<file path="config.mk">
export PLATFORM = sky130hd
export DESIGN_NAME = sii_insert
export DESIGN_NICKNAME = d
export VERILOG_FILES = /design/src/sii_pkg.sv /design/src/sii_idle_ram.sv /design/src/sii_buf2.sv /design/src/sii_insert.sv
export SDC_FILE = /design/constraint.sdc
export NUM_CORES = 2
export LEC_CHECK = 0
export BUFFER_PORTS_ARGS = -buffer_cell sky130_fd_sc_hd__clkbuf_2
export CORE_MARGIN = 10
export CORE_UTILIZATION = 30
export DETAILED_ROUTE_END_ITERATION = 16
export GPL_TIMING_DRIVEN = 0
export SYNTH_ARGS = -nofsm -noshare
export SYNTH_HDL_FRONTEND = slang
export SYNTH_HIERARCHICAL = 1
export SYNTH_SLANG_ARGS = --single-unit
</file>
<file path="constraint.sdc">
create_clock -name sys_clk -period 9.7 [get_ports sys_clk]
set_clock_uncertainty 0.2 [all_clocks]
set_input_delay 1.455 -clock sys_clk [delete_from_list [all_inputs] [get_ports sys_clk]]
set_output_delay 1.455 -clock sys_clk [all_outputs]
set_load 0.005 [all_outputs]
</file>
<file path="src/sii_pkg.sv">
// sii_pkg: constants and carrier types for the signaling / idle-code insertion block
// assumes: 8-bit parallel register port, 32 channel slots per frame, 8 bits per slot

package sii_pkg;

  // ---------------------------------------------------------------
  // register offsets
  // ---------------------------------------------------------------
  localparam logic [7:0] ADDR_SIG_INSERT_ENABLE_1 = 8'h08;
  localparam logic [7:0] ADDR_SIG_INSERT_ENABLE_2 = 8'h09;
  localparam logic [7:0] ADDR_SIG_INSERT_ENABLE_3 = 8'h0a;
  localparam logic [7:0] ADDR_SIG_INSERT_ENABLE_4 = 8'h0b;
  localparam logic [7:0] ADDR_TX_SIG_REG_FIRST    = 8'h50;
  localparam logic [7:0] ADDR_TX_SIG_REG_LAST     = 8'h5f;
  localparam logic [7:0] ADDR_IDLE_ARRAY_ADDRESS  = 8'h7e;
  localparam logic [7:0] ADDR_IDLE_CODE_DATA      = 8'h7f;
  localparam logic [7:0] ADDR_TX_IDLE_ENABLE_1    = 8'h80;
  localparam logic [7:0] ADDR_RX_IDLE_ENABLE_1    = 8'h84;
  localparam logic [7:0] ADDR_HW_SIG_SELECT_1     = 8'h88;

  // ---------------------------------------------------------------
  // fields and reset values
  // ---------------------------------------------------------------
  localparam int         BIT_GLOBAL_TX   = 6;
  localparam int         BIT_GLOBAL_RX   = 7;
  localparam int         BIT_ALIGN_SEL   = 0;
  localparam logic [7:0] RESET_REG       = 8'h00;
  localparam int         NUM_CHANNELS    = 32;
  localparam int         T1_CHANNELS     = 24;
  localparam int         CAS_SLOT        = 16;
  localparam int         ARRAY_DEPTH     = 64;
  localparam logic [5:0] RX_BASE         = 6'h20;
  localparam int         BUF_DEPTH       = 2;

  // ---------------------------------------------------------------
  // carriers
  // ---------------------------------------------------------------
  typedef struct packed {
    logic       wr;
    logic       rd;
    logic [7:0] addr;
    logic [7:0] wdata;
  } sii_host_type;

  typedef struct packed {
    logic       is_rx;
    logic [4:0] chan;
    logic [7:0] data;
  } sii_word_type;

endpackage

</file>
<file path="src/sii_idle_ram.sv">
// sii_idle_ram: 64 x 8 idle code array, one host write port with block fill, two reads
// assumes: host and datapath reads share one clock; read data is registered

`timescale 1ns/100ps

module sii_idle_ram (
  input  wire logic       sys_clk,    // system clock
  input  wire logic       we,         // write strobe
  input  wire logic [5:0] waddr,      // entry to write
  input  wire logic       fill_tx,    // also write all transmit entries
  input  wire logic       fill_rx,    // also write all receive entries
  input  wire logic [7:0] wdata,      // code written
  input  wire logic [5:0] raddr_a,    // host read address
  output logic      [7:0] rdata_a_q,  // host read data
  input  wire logic [5:0] raddr_b,    // datapath read address
  output logic      [7:0] rdata_b_q   // datapath read data
);

  logic [7:0] mem [sii_pkg::ARRAY_DEPTH];

  always_ff @(posedge sys_clk) begin
    for (int i = 0; i < sii_pkg::ARRAY_DEPTH; i++) begin
      if (we && ((i[5:0] == waddr) || (fill_tx && !i[5]) || (fill_rx && i[5]))) begin
        mem[i] <= wdata;
      end
    end
  end

  always_ff @(posedge sys_clk) begin
    rdata_a_q <= mem[raddr_a];
    rdata_b_q <= mem[raddr_b];
  end

endmodule

</file>
<file path="src/sii_buf2.sv">
// sii_buf2: two-entry buffer with valid/ready on both sides
// assumes: single clock, asynchronous active-low reset

`timescale 1ns/100ps

module sii_buf2 (
  input  wire logic                  sys_clk,  // system clock
  input  wire logic                  nrst,     // async reset, active low
  input  wire logic                  in_valid, // word offered
  output logic                       in_ready, // room for a word
  input  wire sii_pkg::sii_word_type in_word,  // word in
  output logic                       out_valid,// word available
  input  wire logic                  out_ready,// receiver takes word
  output sii_pkg::sii_word_type      out_word  // word out
);

  sii_pkg::sii_word_type slot_q [sii_pkg::BUF_DEPTH];
  logic [1:0]            count_q;
  logic                  push;
  logic                  pop;

  assign in_ready  = (count_q != 2'(sii_pkg::BUF_DEPTH));
  assign out_valid = (count_q != 2'h0);
  assign out_word  = slot_q[0];
  assign push      = in_valid && in_ready;
  assign pop       = out_valid && out_ready;

  always_ff @(posedge sys_clk or negedge nrst) begin
    if (!nrst) begin
      count_q <= 2'h0;
    end else begin
      count_q <= count_q + {1'b0, push} - {1'b0, pop};
    end
  end

  // slot 0 is the head; a pop shifts slot 1 down
  always_ff @(posedge sys_clk or negedge nrst) begin
    if (!nrst) begin
      slot_q[0] <= '0;
      slot_q[1] <= '0;
    end else begin
      if (pop) begin
        slot_q[0] <= (count_q == 2'h2) ? slot_q[1] : in_word;
        if (push && count_q == 2'h2) begin
          slot_q[1] <= in_word;
        end else if (push) begin
          slot_q[0] <= in_word;
        end
      end else if (push) begin
        if (count_q == 2'h0) begin
          slot_q[0] <= in_word;
        end else begin
          slot_q[1] <= in_word;
        end
      end
    end
  end

endmodule

</file>
<file path="src/sii_insert.sv">
// sii_insert: per-channel signaling insertion and idle code substitution
// assumes: the framer presents one channel byte per strobe with its slot number and
// direction; host register accesses are single-cycle strobes on the parallel port
//
// Behaviour
// - e1 cas: timeslot 16 align byte from registers
// - upper align nibble selected by enable 1 bit 0
// - lower align nibble selected by enable 3 bit 0
// - e1 per-channel enable bit mapping
// - t1 uses three enable registers, 24 channels
// - hardware mode inserts serial signaling input
// - host selects channels for hardware signaling
// - works with elastic store on or bypassed
// - idle substitution both directions, t1 24 channels
// - 64 byte idle array via address/data
// - substitute only when channel enable set
// - global bits fill all tx/rx entries
// - 0..31 transmit, 32..63 receive
// - code bit 7 sent first, bit 0 last
// - data write advances array pointer

`timescale 1ns/100ps

module sii_insert (
  input  wire logic                  sys_clk,          // 10 MHz system clock
  input  wire logic                  nrst,             // async reset, active low
  input  wire sii_pkg::sii_host_type host,             // register port request
  output logic                [7:0]  host_rdata_q,     // register read data
  input  wire logic                  e1_mode,          // 1 = e1, 0 = t1
  input  wire logic                  cas_mode,         // e1 cas signaling format
  input  wire logic                  hw_sig_mode,      // signaling from serial input
  input  wire logic                  in_valid,         // channel byte offered
  output logic                       in_ready,         // stall for the framer
  input  wire sii_pkg::sii_word_type in_word,          // channel byte, slot, direction
  input  wire logic           [7:0]  tx_signaling_in,  // signaling byte for this slot
  output logic                       out_valid,        // processed byte available
  input  wire logic                  out_ready,        // receiver takes byte
  output sii_pkg::sii_word_type      out_word          // processed byte
);

  // ---------------------------------------------------------------
  // registers
  // ---------------------------------------------------------------
  logic [7:0]  sig_insert_enable_q [4];
  logic [7:0]  tx_sig_regs_q [16];
  logic [7:0]  idle_array_address_q;
  logic [31:0] tx_idle_enable_regs_q;
  logic [31:0] rx_idle_enable_regs_q;
  logic [31:0] hw_sig_channel_select_q;
  logic [5:0]  idle_array_pointer;
  logic        global_tx_idle_write;
  logic        global_rx_idle_write;
  logic        data_wr;
  logic        data_rd;
  logic [7:0]  ram_host_rdata;
  logic [7:0]  ram_path_rdata;
  logic [5:0]  path_raddr;

  assign idle_array_pointer   = idle_array_address_q[5:0];
  assign global_tx_idle_write = idle_array_address_q[sii_pkg::BIT_GLOBAL_TX];
  assign global_rx_idle_write = idle_array_address_q[sii_pkg::BIT_GLOBAL_RX];
  assign data_wr = host.wr && (host.addr == sii_pkg::ADDR_IDLE_CODE_DATA);
  assign data_rd = host.rd && (host.addr == sii_pkg::ADDR_IDLE_CODE_DATA);

  // offset of an address inside a four-register group, or 3'h4 when outside
  function automatic logic [2:0] group_idx(input logic [7:0] a, input logic [7:0] base);
    logic [7:0] d;
    d = a - base;
    group_idx = (d < 8'h04) ? d[2:0] : 3'h4;
  endfunction

  // ---------------------------------------------------------------
  // host writes
  // ---------------------------------------------------------------
  always_ff @(posedge sys_clk or negedge nrst) begin
    if (!nrst) begin
      for (int i = 0; i < 4; i++) begin
        sig_insert_enable_q[i] <= sii_pkg::RESET_REG;
      end
      tx_idle_enable_regs_q   <= '0;
      rx_idle_enable_regs_q   <= '0;
      hw_sig_channel_select_q <= '0;
    end else if (host.wr) begin
      for (int i = 0; i < 4; i++) begin
        if (group_idx(host.addr, sii_pkg::ADDR_SIG_INSERT_ENABLE_1) == 3'(i)) begin
          sig_insert_enable_q[i] <= host.wdata;
        end
        if (group_idx(host.addr, sii_pkg::ADDR_TX_IDLE_ENABLE_1) == 3'(i)) begin
          tx_idle_enable_regs_q[i*8 +: 8] <= host.wdata;
        end
        if (group_idx(host.addr, sii_pkg::ADDR_RX_IDLE_ENABLE_1) == 3'(i)) begin
          rx_idle_enable_regs_q[i*8 +: 8] <= host.wdata;
        end
        if (group_idx(host.addr, sii_pkg::ADDR_HW_SIG_SELECT_1) == 3'(i)) begin
          hw_sig_channel_select_q[i*8 +: 8] <= host.wdata;
        end
      end
    end
  end

  always_ff @(posedge sys_clk or negedge nrst) begin
    if (!nrst) begin
      for (int i = 0; i < 16; i++) begin
        tx_sig_regs_q[i] <= sii_pkg::RESET_REG;
      end
    end else if (host.wr && host.addr >= sii_pkg::ADDR_TX_SIG_REG_FIRST
                 && host.addr <= sii_pkg::ADDR_TX_SIG_REG_LAST) begin
      tx_sig_regs_q[host.addr[3:0]] <= host.wdata;
    end
  end

  // address written first, then each data write steps the pointer
  always_ff @(posedge sys_clk or negedge nrst) begin
    if (!nrst) begin
      idle_array_address_q <= sii_pkg::RESET_REG;
    end else if (host.wr && host.addr == sii_pkg::ADDR_IDLE_ARRAY_ADDRESS) begin
      idle_array_address_q <= host.wdata;
    end else if (data_wr) begin
      idle_array_address_q[5:0] <= idle_array_pointer + 6'h01;
    end
  end

  // the host must keep the pointer inside a filled block a stale
  // global bit during a read is harmless here since reads never write
  sii_idle_ram u_ram (
    .sys_clk   (sys_clk),
    .we        (data_wr),
    .waddr     (idle_array_pointer),
    .fill_tx   (global_tx_idle_write),
    .fill_rx   (global_rx_idle_write),
    .wdata     (host.wdata),
    .raddr_a   (idle_array_pointer),
    .rdata_a_q (ram_host_rdata),
    .raddr_b   (path_raddr),
    .rdata_b_q (ram_path_rdata)
  );

  // ---------------------------------------------------------------
  // host reads: registered one cycle after the strobe
  // ---------------------------------------------------------------
  logic       rd_data_q;
  logic [7:0] rd_other_q;

  always_ff @(posedge sys_clk or negedge nrst) begin
    if (!nrst) begin
      rd_data_q  <= 1'b0;
      rd_other_q <= 8'h00;
    end else begin
      rd_data_q  <= data_rd;
      rd_other_q <= 8'h00;
      if (host.rd) begin
        for (int i = 0; i < 4; i++) begin
          if (group_idx(host.addr, sii_pkg::ADDR_SIG_INSERT_ENABLE_1) == 3'(i)) begin
            rd_other_q <= sig_insert_enable_q[i];
          end
          if (group_idx(host.addr, sii_pkg::ADDR_TX_IDLE_ENABLE_1) == 3'(i)) begin
            rd_other_q <= tx_idle_enable_regs_q[i*8 +: 8];
          end
          if (group_idx(host.addr, sii_pkg::ADDR_RX_IDLE_ENABLE_1) == 3'(i)) begin
            rd_other_q <= rx_idle_enable_regs_q[i*8 +: 8];
          end
          if (group_idx(host.addr, sii_pkg::ADDR_HW_SIG_SELECT_1) == 3'(i)) begin
            rd_other_q <= hw_sig_channel_select_q[i*8 +: 8];
          end
        end
        if (host.addr >= sii_pkg::ADDR_TX_SIG_REG_FIRST
            && host.addr <= sii_pkg::ADDR_TX_SIG_REG_LAST) begin
          rd_other_q <= tx_sig_regs_q[host.addr[3:0]];
        end
        if (host.addr == sii_pkg::ADDR_IDLE_ARRAY_ADDRESS) begin
          rd_other_q <= idle_array_address_q;
        end
      end
    end
  end

  assign host_rdata_q = rd_data_q ? ram_host_rdata : rd_other_q;

  // ---------------------------------------------------------------
  // software signaling enable per slot
  // ---------------------------------------------------------------
  function automatic logic sw_sig_enable(input logic [4:0] ch, input logic e1);
    logic [4:0] ch1;
    sw_sig_enable = 1'b0;
    if (!e1) begin
      // t1: bits 0..7 of enables 1..3 cover channels 1..24
      sw_sig_enable = (ch < 5'(sii_pkg::T1_CHANNELS)) ?
                      sig_insert_enable_q[ch[4:3]][ch[2:0]] : 1'b0;
    end else if (ch != 5'h00 && ch != 5'(sii_pkg::CAS_SLOT)) begin
      // e1 phone channel numbering skips slot 16
      ch1 = (ch < 5'(sii_pkg::CAS_SLOT)) ? ch : ch - 5'h01;
      case (1'b1)
        (ch1 <= 5'd7):  sw_sig_enable = sig_insert_enable_q[0][ch1[2:0]];
        (ch1 <= 5'd15): sw_sig_enable = sig_insert_enable_q[1][3'(ch1 - 5'd8)];
        (ch1 <= 5'd22): sw_sig_enable = sig_insert_enable_q[2][3'(ch1 - 5'd15)];
        default:        sw_sig_enable = sig_insert_enable_q[3][3'(ch1 - 5'd23)];
      endcase
    end
  endfunction

  // software signaling nibble for a slot, from the pair-packed registers
  function automatic logic [3:0] sw_sig_nibble(input logic [4:0] ch, input logic e1);
    logic [4:0] ph;
    logic [7:0] r;
    // odd numbers sit in the low nibble; e1 phone channels start one register later
    ph = e1 ? ((ch < 5'(sii_pkg::CAS_SLOT)) ? ch : ch - 5'h01) : ch + 5'h01;
    r  = tx_sig_regs_q[4'(e1 ? (ph + 5'h01) >> 1 : (ph - 5'h01) >> 1)];
    sw_sig_nibble = ph[0] ? r[3:0] : r[7:4];
  endfunction

  // ---------------------------------------------------------------
  // datapath: one cycle for the array read, then the buffer
  // ---------------------------------------------------------------
  logic                  stage_valid_q;
  sii_pkg::sii_word_type stage_q;
  logic [7:0]            stage_sig_q;
  logic                  buf_in_ready;
  sii_pkg::sii_word_type result;
  logic                  idle_on;
  logic [7:0]            sig_byte;
  logic [3:0]            sw_nib;

  // a held stage stalls the framer, so back-pressure reaches the source
  assign in_ready = !stage_valid_q || buf_in_ready;
  assign sw_nib   = sw_sig_nibble(stage_q.chan, e1_mode);

  always_ff @(posedge sys_clk or negedge nrst) begin
    if (!nrst) begin
      stage_valid_q <= 1'b0;
      stage_q       <= '0;
      stage_sig_q   <= 8'h00;
    end else if (in_ready) begin
      stage_valid_q <= in_valid;
      stage_q       <= in_word;
      stage_sig_q   <= tx_signaling_in;  // buffered hardware signaling
    end
  end

  assign path_raddr = in_ready ? {in_word.is_rx, in_word.chan} : {stage_q.is_rx, stage_q.chan};
  always_comb begin
    result  = stage_q;
    sig_byte = stage_q.data;
    idle_on = stage_q.is_rx ? rx_idle_enable_regs_q[stage_q.chan]
                            : tx_idle_enable_regs_q[stage_q.chan];
    if (!e1_mode && stage_q.chan >= 5'(sii_pkg::T1_CHANNELS)) begin
      idle_on = 1'b0;
    end
    if (!stage_q.is_rx) begin
      // same path whether or not the elastic store sits upstream
      if (hw_sig_mode && hw_sig_channel_select_q[stage_q.chan]) begin
        sig_byte = e1_mode ? stage_sig_q : {stage_q.data[7:1], stage_sig_q[0]};
      end else if (e1_mode && cas_mode && stage_q.chan == 5'(sii_pkg::CAS_SLOT)) begin
        // timeslot 16: upper and lower align nibbles, both from the first signaling register
        if (sig_insert_enable_q[0][sii_pkg::BIT_ALIGN_SEL]) begin
          sig_byte[7:4] = tx_sig_regs_q[0][7:4];
        end
        if (sig_insert_enable_q[2][sii_pkg::BIT_ALIGN_SEL]) begin
          sig_byte[3:0] = tx_sig_regs_q[0][3:0];
        end
      end else if (sw_sig_enable(stage_q.chan, e1_mode)) begin
        // robbed bit from nibble bit 3 in t1, nibble into the upper half of the channel byte in e1
        sig_byte = e1_mode ? {sw_nib, stage_q.data[3:0]} : {stage_q.data[7:1], sw_nib[3]};
      end
    end
    // msb of the byte leaves first, bit 0 last
    result.data = idle_on ? ram_path_rdata : sig_byte;
  end

  sii_buf2 u_buf (
    .sys_clk   (sys_clk),
    .nrst      (nrst),
    .in_valid  (stage_valid_q),
    .in_ready  (buf_in_ready),
    .in_word   (result),
    .out_valid (out_valid),
    .out_ready (out_ready),
    .out_word  (out_word)
  );

endmodule

</file>
==> results.cfg <==
[outcome]
status = finished clean

[pwr]
power.switching_mw = 3.47
swShare = 0.316
intPower_mw = 7.49
p_leak_nw = 17.9
clock_power_share = 0.359
power.density_mw_per_mm2 = 219
peakVddDrop_uv = 130
p_seq_frac = 0.382
finalPower_mw = 11.0
p_comb_frac = 0.259

[logic_synthesis]
synth_edf_count = 512
ys_seq_elements = 854
synth_cell_types = 91
synth_area_leader_cell = edfxtp_1
async_flop_share = 0.382
syn_inst = 2808
synth_nets = 2867
synthesis.area_mm2 = 0.0436
yosysSeqAreaShare = 0.547
yosysTopAreaCellShare = 0.353
synth_ff_type = edfxtp_1
netlist_top_cells_area = edfxtp_1, dfrtp_1, mux4_2
yosysWarnings = 6
syn_area_per_cell_um2 = 15.5

[clock_network]
htree_levels = 3
cts-root-buf = clkbuf_16
cts_tree = yes
post_cts_buffers = 0
ctsResizeCount = 0
cts_hold_buf = 0
cts_buffers = 96
clk_path_buf_depth = 3
path_clk_slew_ns = 0.06
clk_latency_ns = 0.72
clock-sinks = 854

[place]
numPortBuffers = 67
finalWeightedCongestion = 0.968
hpwl_um = 108000
pre_cts_ws_ns = 1.96

[global_routing]
track_usage = 0.182
antenna_found_initial = 14
grt_max_degree = 109
grt_pass1_vias = 28419
grt.overflow.total = 0
grt_pass1_wl_um = 215000

[floorplanning]
dieWidth_um = 401
start_util = 0.303
dieArea_mm2 = 0.161
core_area_mm2 = 0.144
ios = 71
row_count = 139
die_y_um = 401

[timing]
worst_slack_ns = 1.88
slew_viol_final = 0
rsz0062_at_grt = false
worst_pin_slew_ns = 1.37
max_freq_ghz = 0.128
min_period_ns = 7.82
setup_violations = 0
fin_crit_sh = 0.807
max-slew-margin-rel = 0.0862
final-hold-violation-count = 0

[route]
antenna_left = 0
drc = 0
vias = 29167
drt-total-wl_um = 152000
wl_per_cell_um = 30.5
viasPerCell = 5.86
first_pass_iters = 7
drt_iter0_drc = 3595

[finish]
n_fill_cell = 13795
final_nets = 3042
area_growth_pct = 14.7
drive_gt1_frac = 0.341

[worst_setup_path]
worstPathRequired_ns = 10.08
path_class = reg2reg
cp-start-kind = register
end_kind = register
arrival_ns = 8.20
worst-path-max-fanout = 10

[flow_run]
maxCapViolCount = 0

[worst_hold_path]
worstHoldPathType = reg2reg
## cells in the mapped netlist, types with 24 or more instances
cell / number
nand3_1: 30
a211oi_1: 26
buf_2: 54
a21oi_1: 95
clkbuf_1: 92
nand2_1: 132
mux2_2: 332
o21ai_0: 59
o22ai_1: 39
nor3b_1: 37
edfxtp_1: 512
dfrtp_1: 326
mux2i_1: 65
mux4_2: 349
nor2_1: 97
nand2b_1: 24
a221oi_1: 27
buf_4: 33
a22oi_1: 24
nor2b_1: 77
inv_1: 25
## critical path: stages, from the launching register on
cell and delay [ns]:
dfrtp_1 0.44, buf_4 0.27, buf_4 0.29, buf_4 0.29
inv_1 0.21, ha_1 0.49, mux2i_4 0.54, inv_1 0.35
fa_1 0.50, clkbuf_1 0.27, inv_1 0.31, buf_1 0.71
mux4_2 0.64, or3_1 0.35, o21ai_0 0.11, nor4_1 0.10
a221oi_1 0.81, o21ai_1 0.26, nor3b_1 0.40, a2111oi_4 0.08
## routing by layer
metal	GRT usage	wire length (um)	part of all wire	up-vias
li1	-	-	-	11740
met1	0.242	60700	0.40	15370
met2	0.285	69300	0.46	1726
met3	0.0441	15100	0.10	317
met4	0.0731	6510	0.043	14
met5	0	80	0.00053	-
## flip-flops by register name, indices dropped and copies added (netlist names)
register and flops:
rd_data_q 1, u_buf/slot_q 14, rx_idle_enable_regs_q 32, u_buf/out_word 14
u_ram/rdata_b_q 8, rd_other_q 8, sig_insert_enable_q 32, u_ram/mem 512
u_ram/rdata_a_q 8, stage_sig_q 8, stage_q 8, idle_array_address_q 8
stage_valid_q 1, tx_sig_regs_q 128, u_buf/count_q 2, tx_idle_enable_regs_q 32
result 6, hw_sig_channel_select_q 32
## placed cells by master, fill, tap and decap left out, types with 17 or more instances in the layout
| cell | Yosys | routed |
|---|---|---|
| inv_1 | 25 | 25 |
| nand2_1 | 132 | 132 |
| dfrtp_1 | 326 | 326 |
| a22oi_1 | 24 | 24 |
| o21ai_0 | 59 | 59 |
| nor2_1 | 97 | 97 |
| buf_6 | 15 | 17 |
| nand3_1 | 30 | 30 |
| nor3b_1 | 37 | 37 |
| clkinv_2 | 0 | 17 |
| buf_1 | 22 | 22 |
| clkbuf_1 | 92 | 113 |
| a221oi_1 | 27 | 27 |
| a21oi_1 | 95 | 95 |
| a211oi_1 | 26 | 26 |
| mux2i_1 | 65 | 65 |
| o21a_1 | 21 | 21 |
| buf_4 | 33 | 33 |
| mux2_2 | 332 | 332 |
| buf_2 | 54 | 55 |
| mux4_2 | 349 | 349 |
| clkbuf_2 | 0 | 58 |
| edfxtp_1 | 512 | 512 |
| o22ai_1 | 39 | 39 |
| nor2b_1 | 77 | 77 |
| clkbuf_16 | 0 | 98 |
| nand2b_1 | 24 | 24 |
## power by group through the flow
stage | Combinational [mW] | Clock, mW | Sequential [mW]
final | 2.84 | 3.93 | 4.19
after global routing | 2.97 | 4.15 | 4.20
after CTS | 2.80 | 3.99 | 4.18
after detailed placement | 2.79 | 0 | 4.25
after global placement | 2.77 | 0 | 4.25
after floorplan | 1.80 | 0 | 4.18
## final cells by class
| class | instances | area, um2 | area share |
|---|---|---|---|
| tap | 1903 | 2380 | 0.0476 |
| sequential | 854 | 23900 | 0.477 |
| buffer | 216 | 1110 | 0.0223 |
| multi-input combinational | 1709 | 18500 | 0.370 |
| clock buffer | 125 | 2610 | 0.0523 |
| clock inverter | 56 | 797 | 0.0159 |
| inverter | 29 | 109 | 0.00218 |
| timing repair buffer | 77 | 577 | 0.0115 |
| antenna | 6 | 15.0 | 0.000300 |
## path summary, 6_finish.rpt
path                             startpoint                end  slack, ns  depth (start not counted)
min in group asynchronous              nrst          result[8]       0.43                          1
max in group asynchronous              nrst   tx_sig_regs_q[1]       7.50                          3
hold reg to reg            u_buf/slot_q[12]   u_buf/slot_q[12]       0.31                          1
hold / removal             u_buf/slot_q[12]   u_buf/slot_q[12]       0.31                          1
setup reg to reg                  result[8]  u_buf/out_word[5]       1.88                         19
setup / recovery                  result[8]  u_buf/out_word[5]       1.88                         19
## cells by family (layout without fill, tap and decap cells)
family	after synthesis	in the layout	synth area share
other	0	6	0
xor gates and xnor gates	13	13	0.00279
and+or+nand+nor	494	494	0.0589
buffers and inverters	245	503	0.0281
muxes	753	753	0.285
DFF	854	854	0.547
adders and majority gates	12	12	0.00362
AOI/OAI and AO/OA	437	437	0.0747
## stage by stage
step	instances	hold slack (ns)	setup TNS, ns	utilization	area [um2]
6_report	4975	0.307	0	0.347	50000
5_1_grt	4975	0.312	0	0.347	50000
4_1_cts	4967	0.308	0	0.347	49900
3_5_place_dp	4786	0.295	0	0.323	46500
3_3_place_gp	4778	0.289	-71.70	0.321	46300
2_1_floorplan	2808	0.275	0	-	43600
Power figures use the tool's default switching activity.
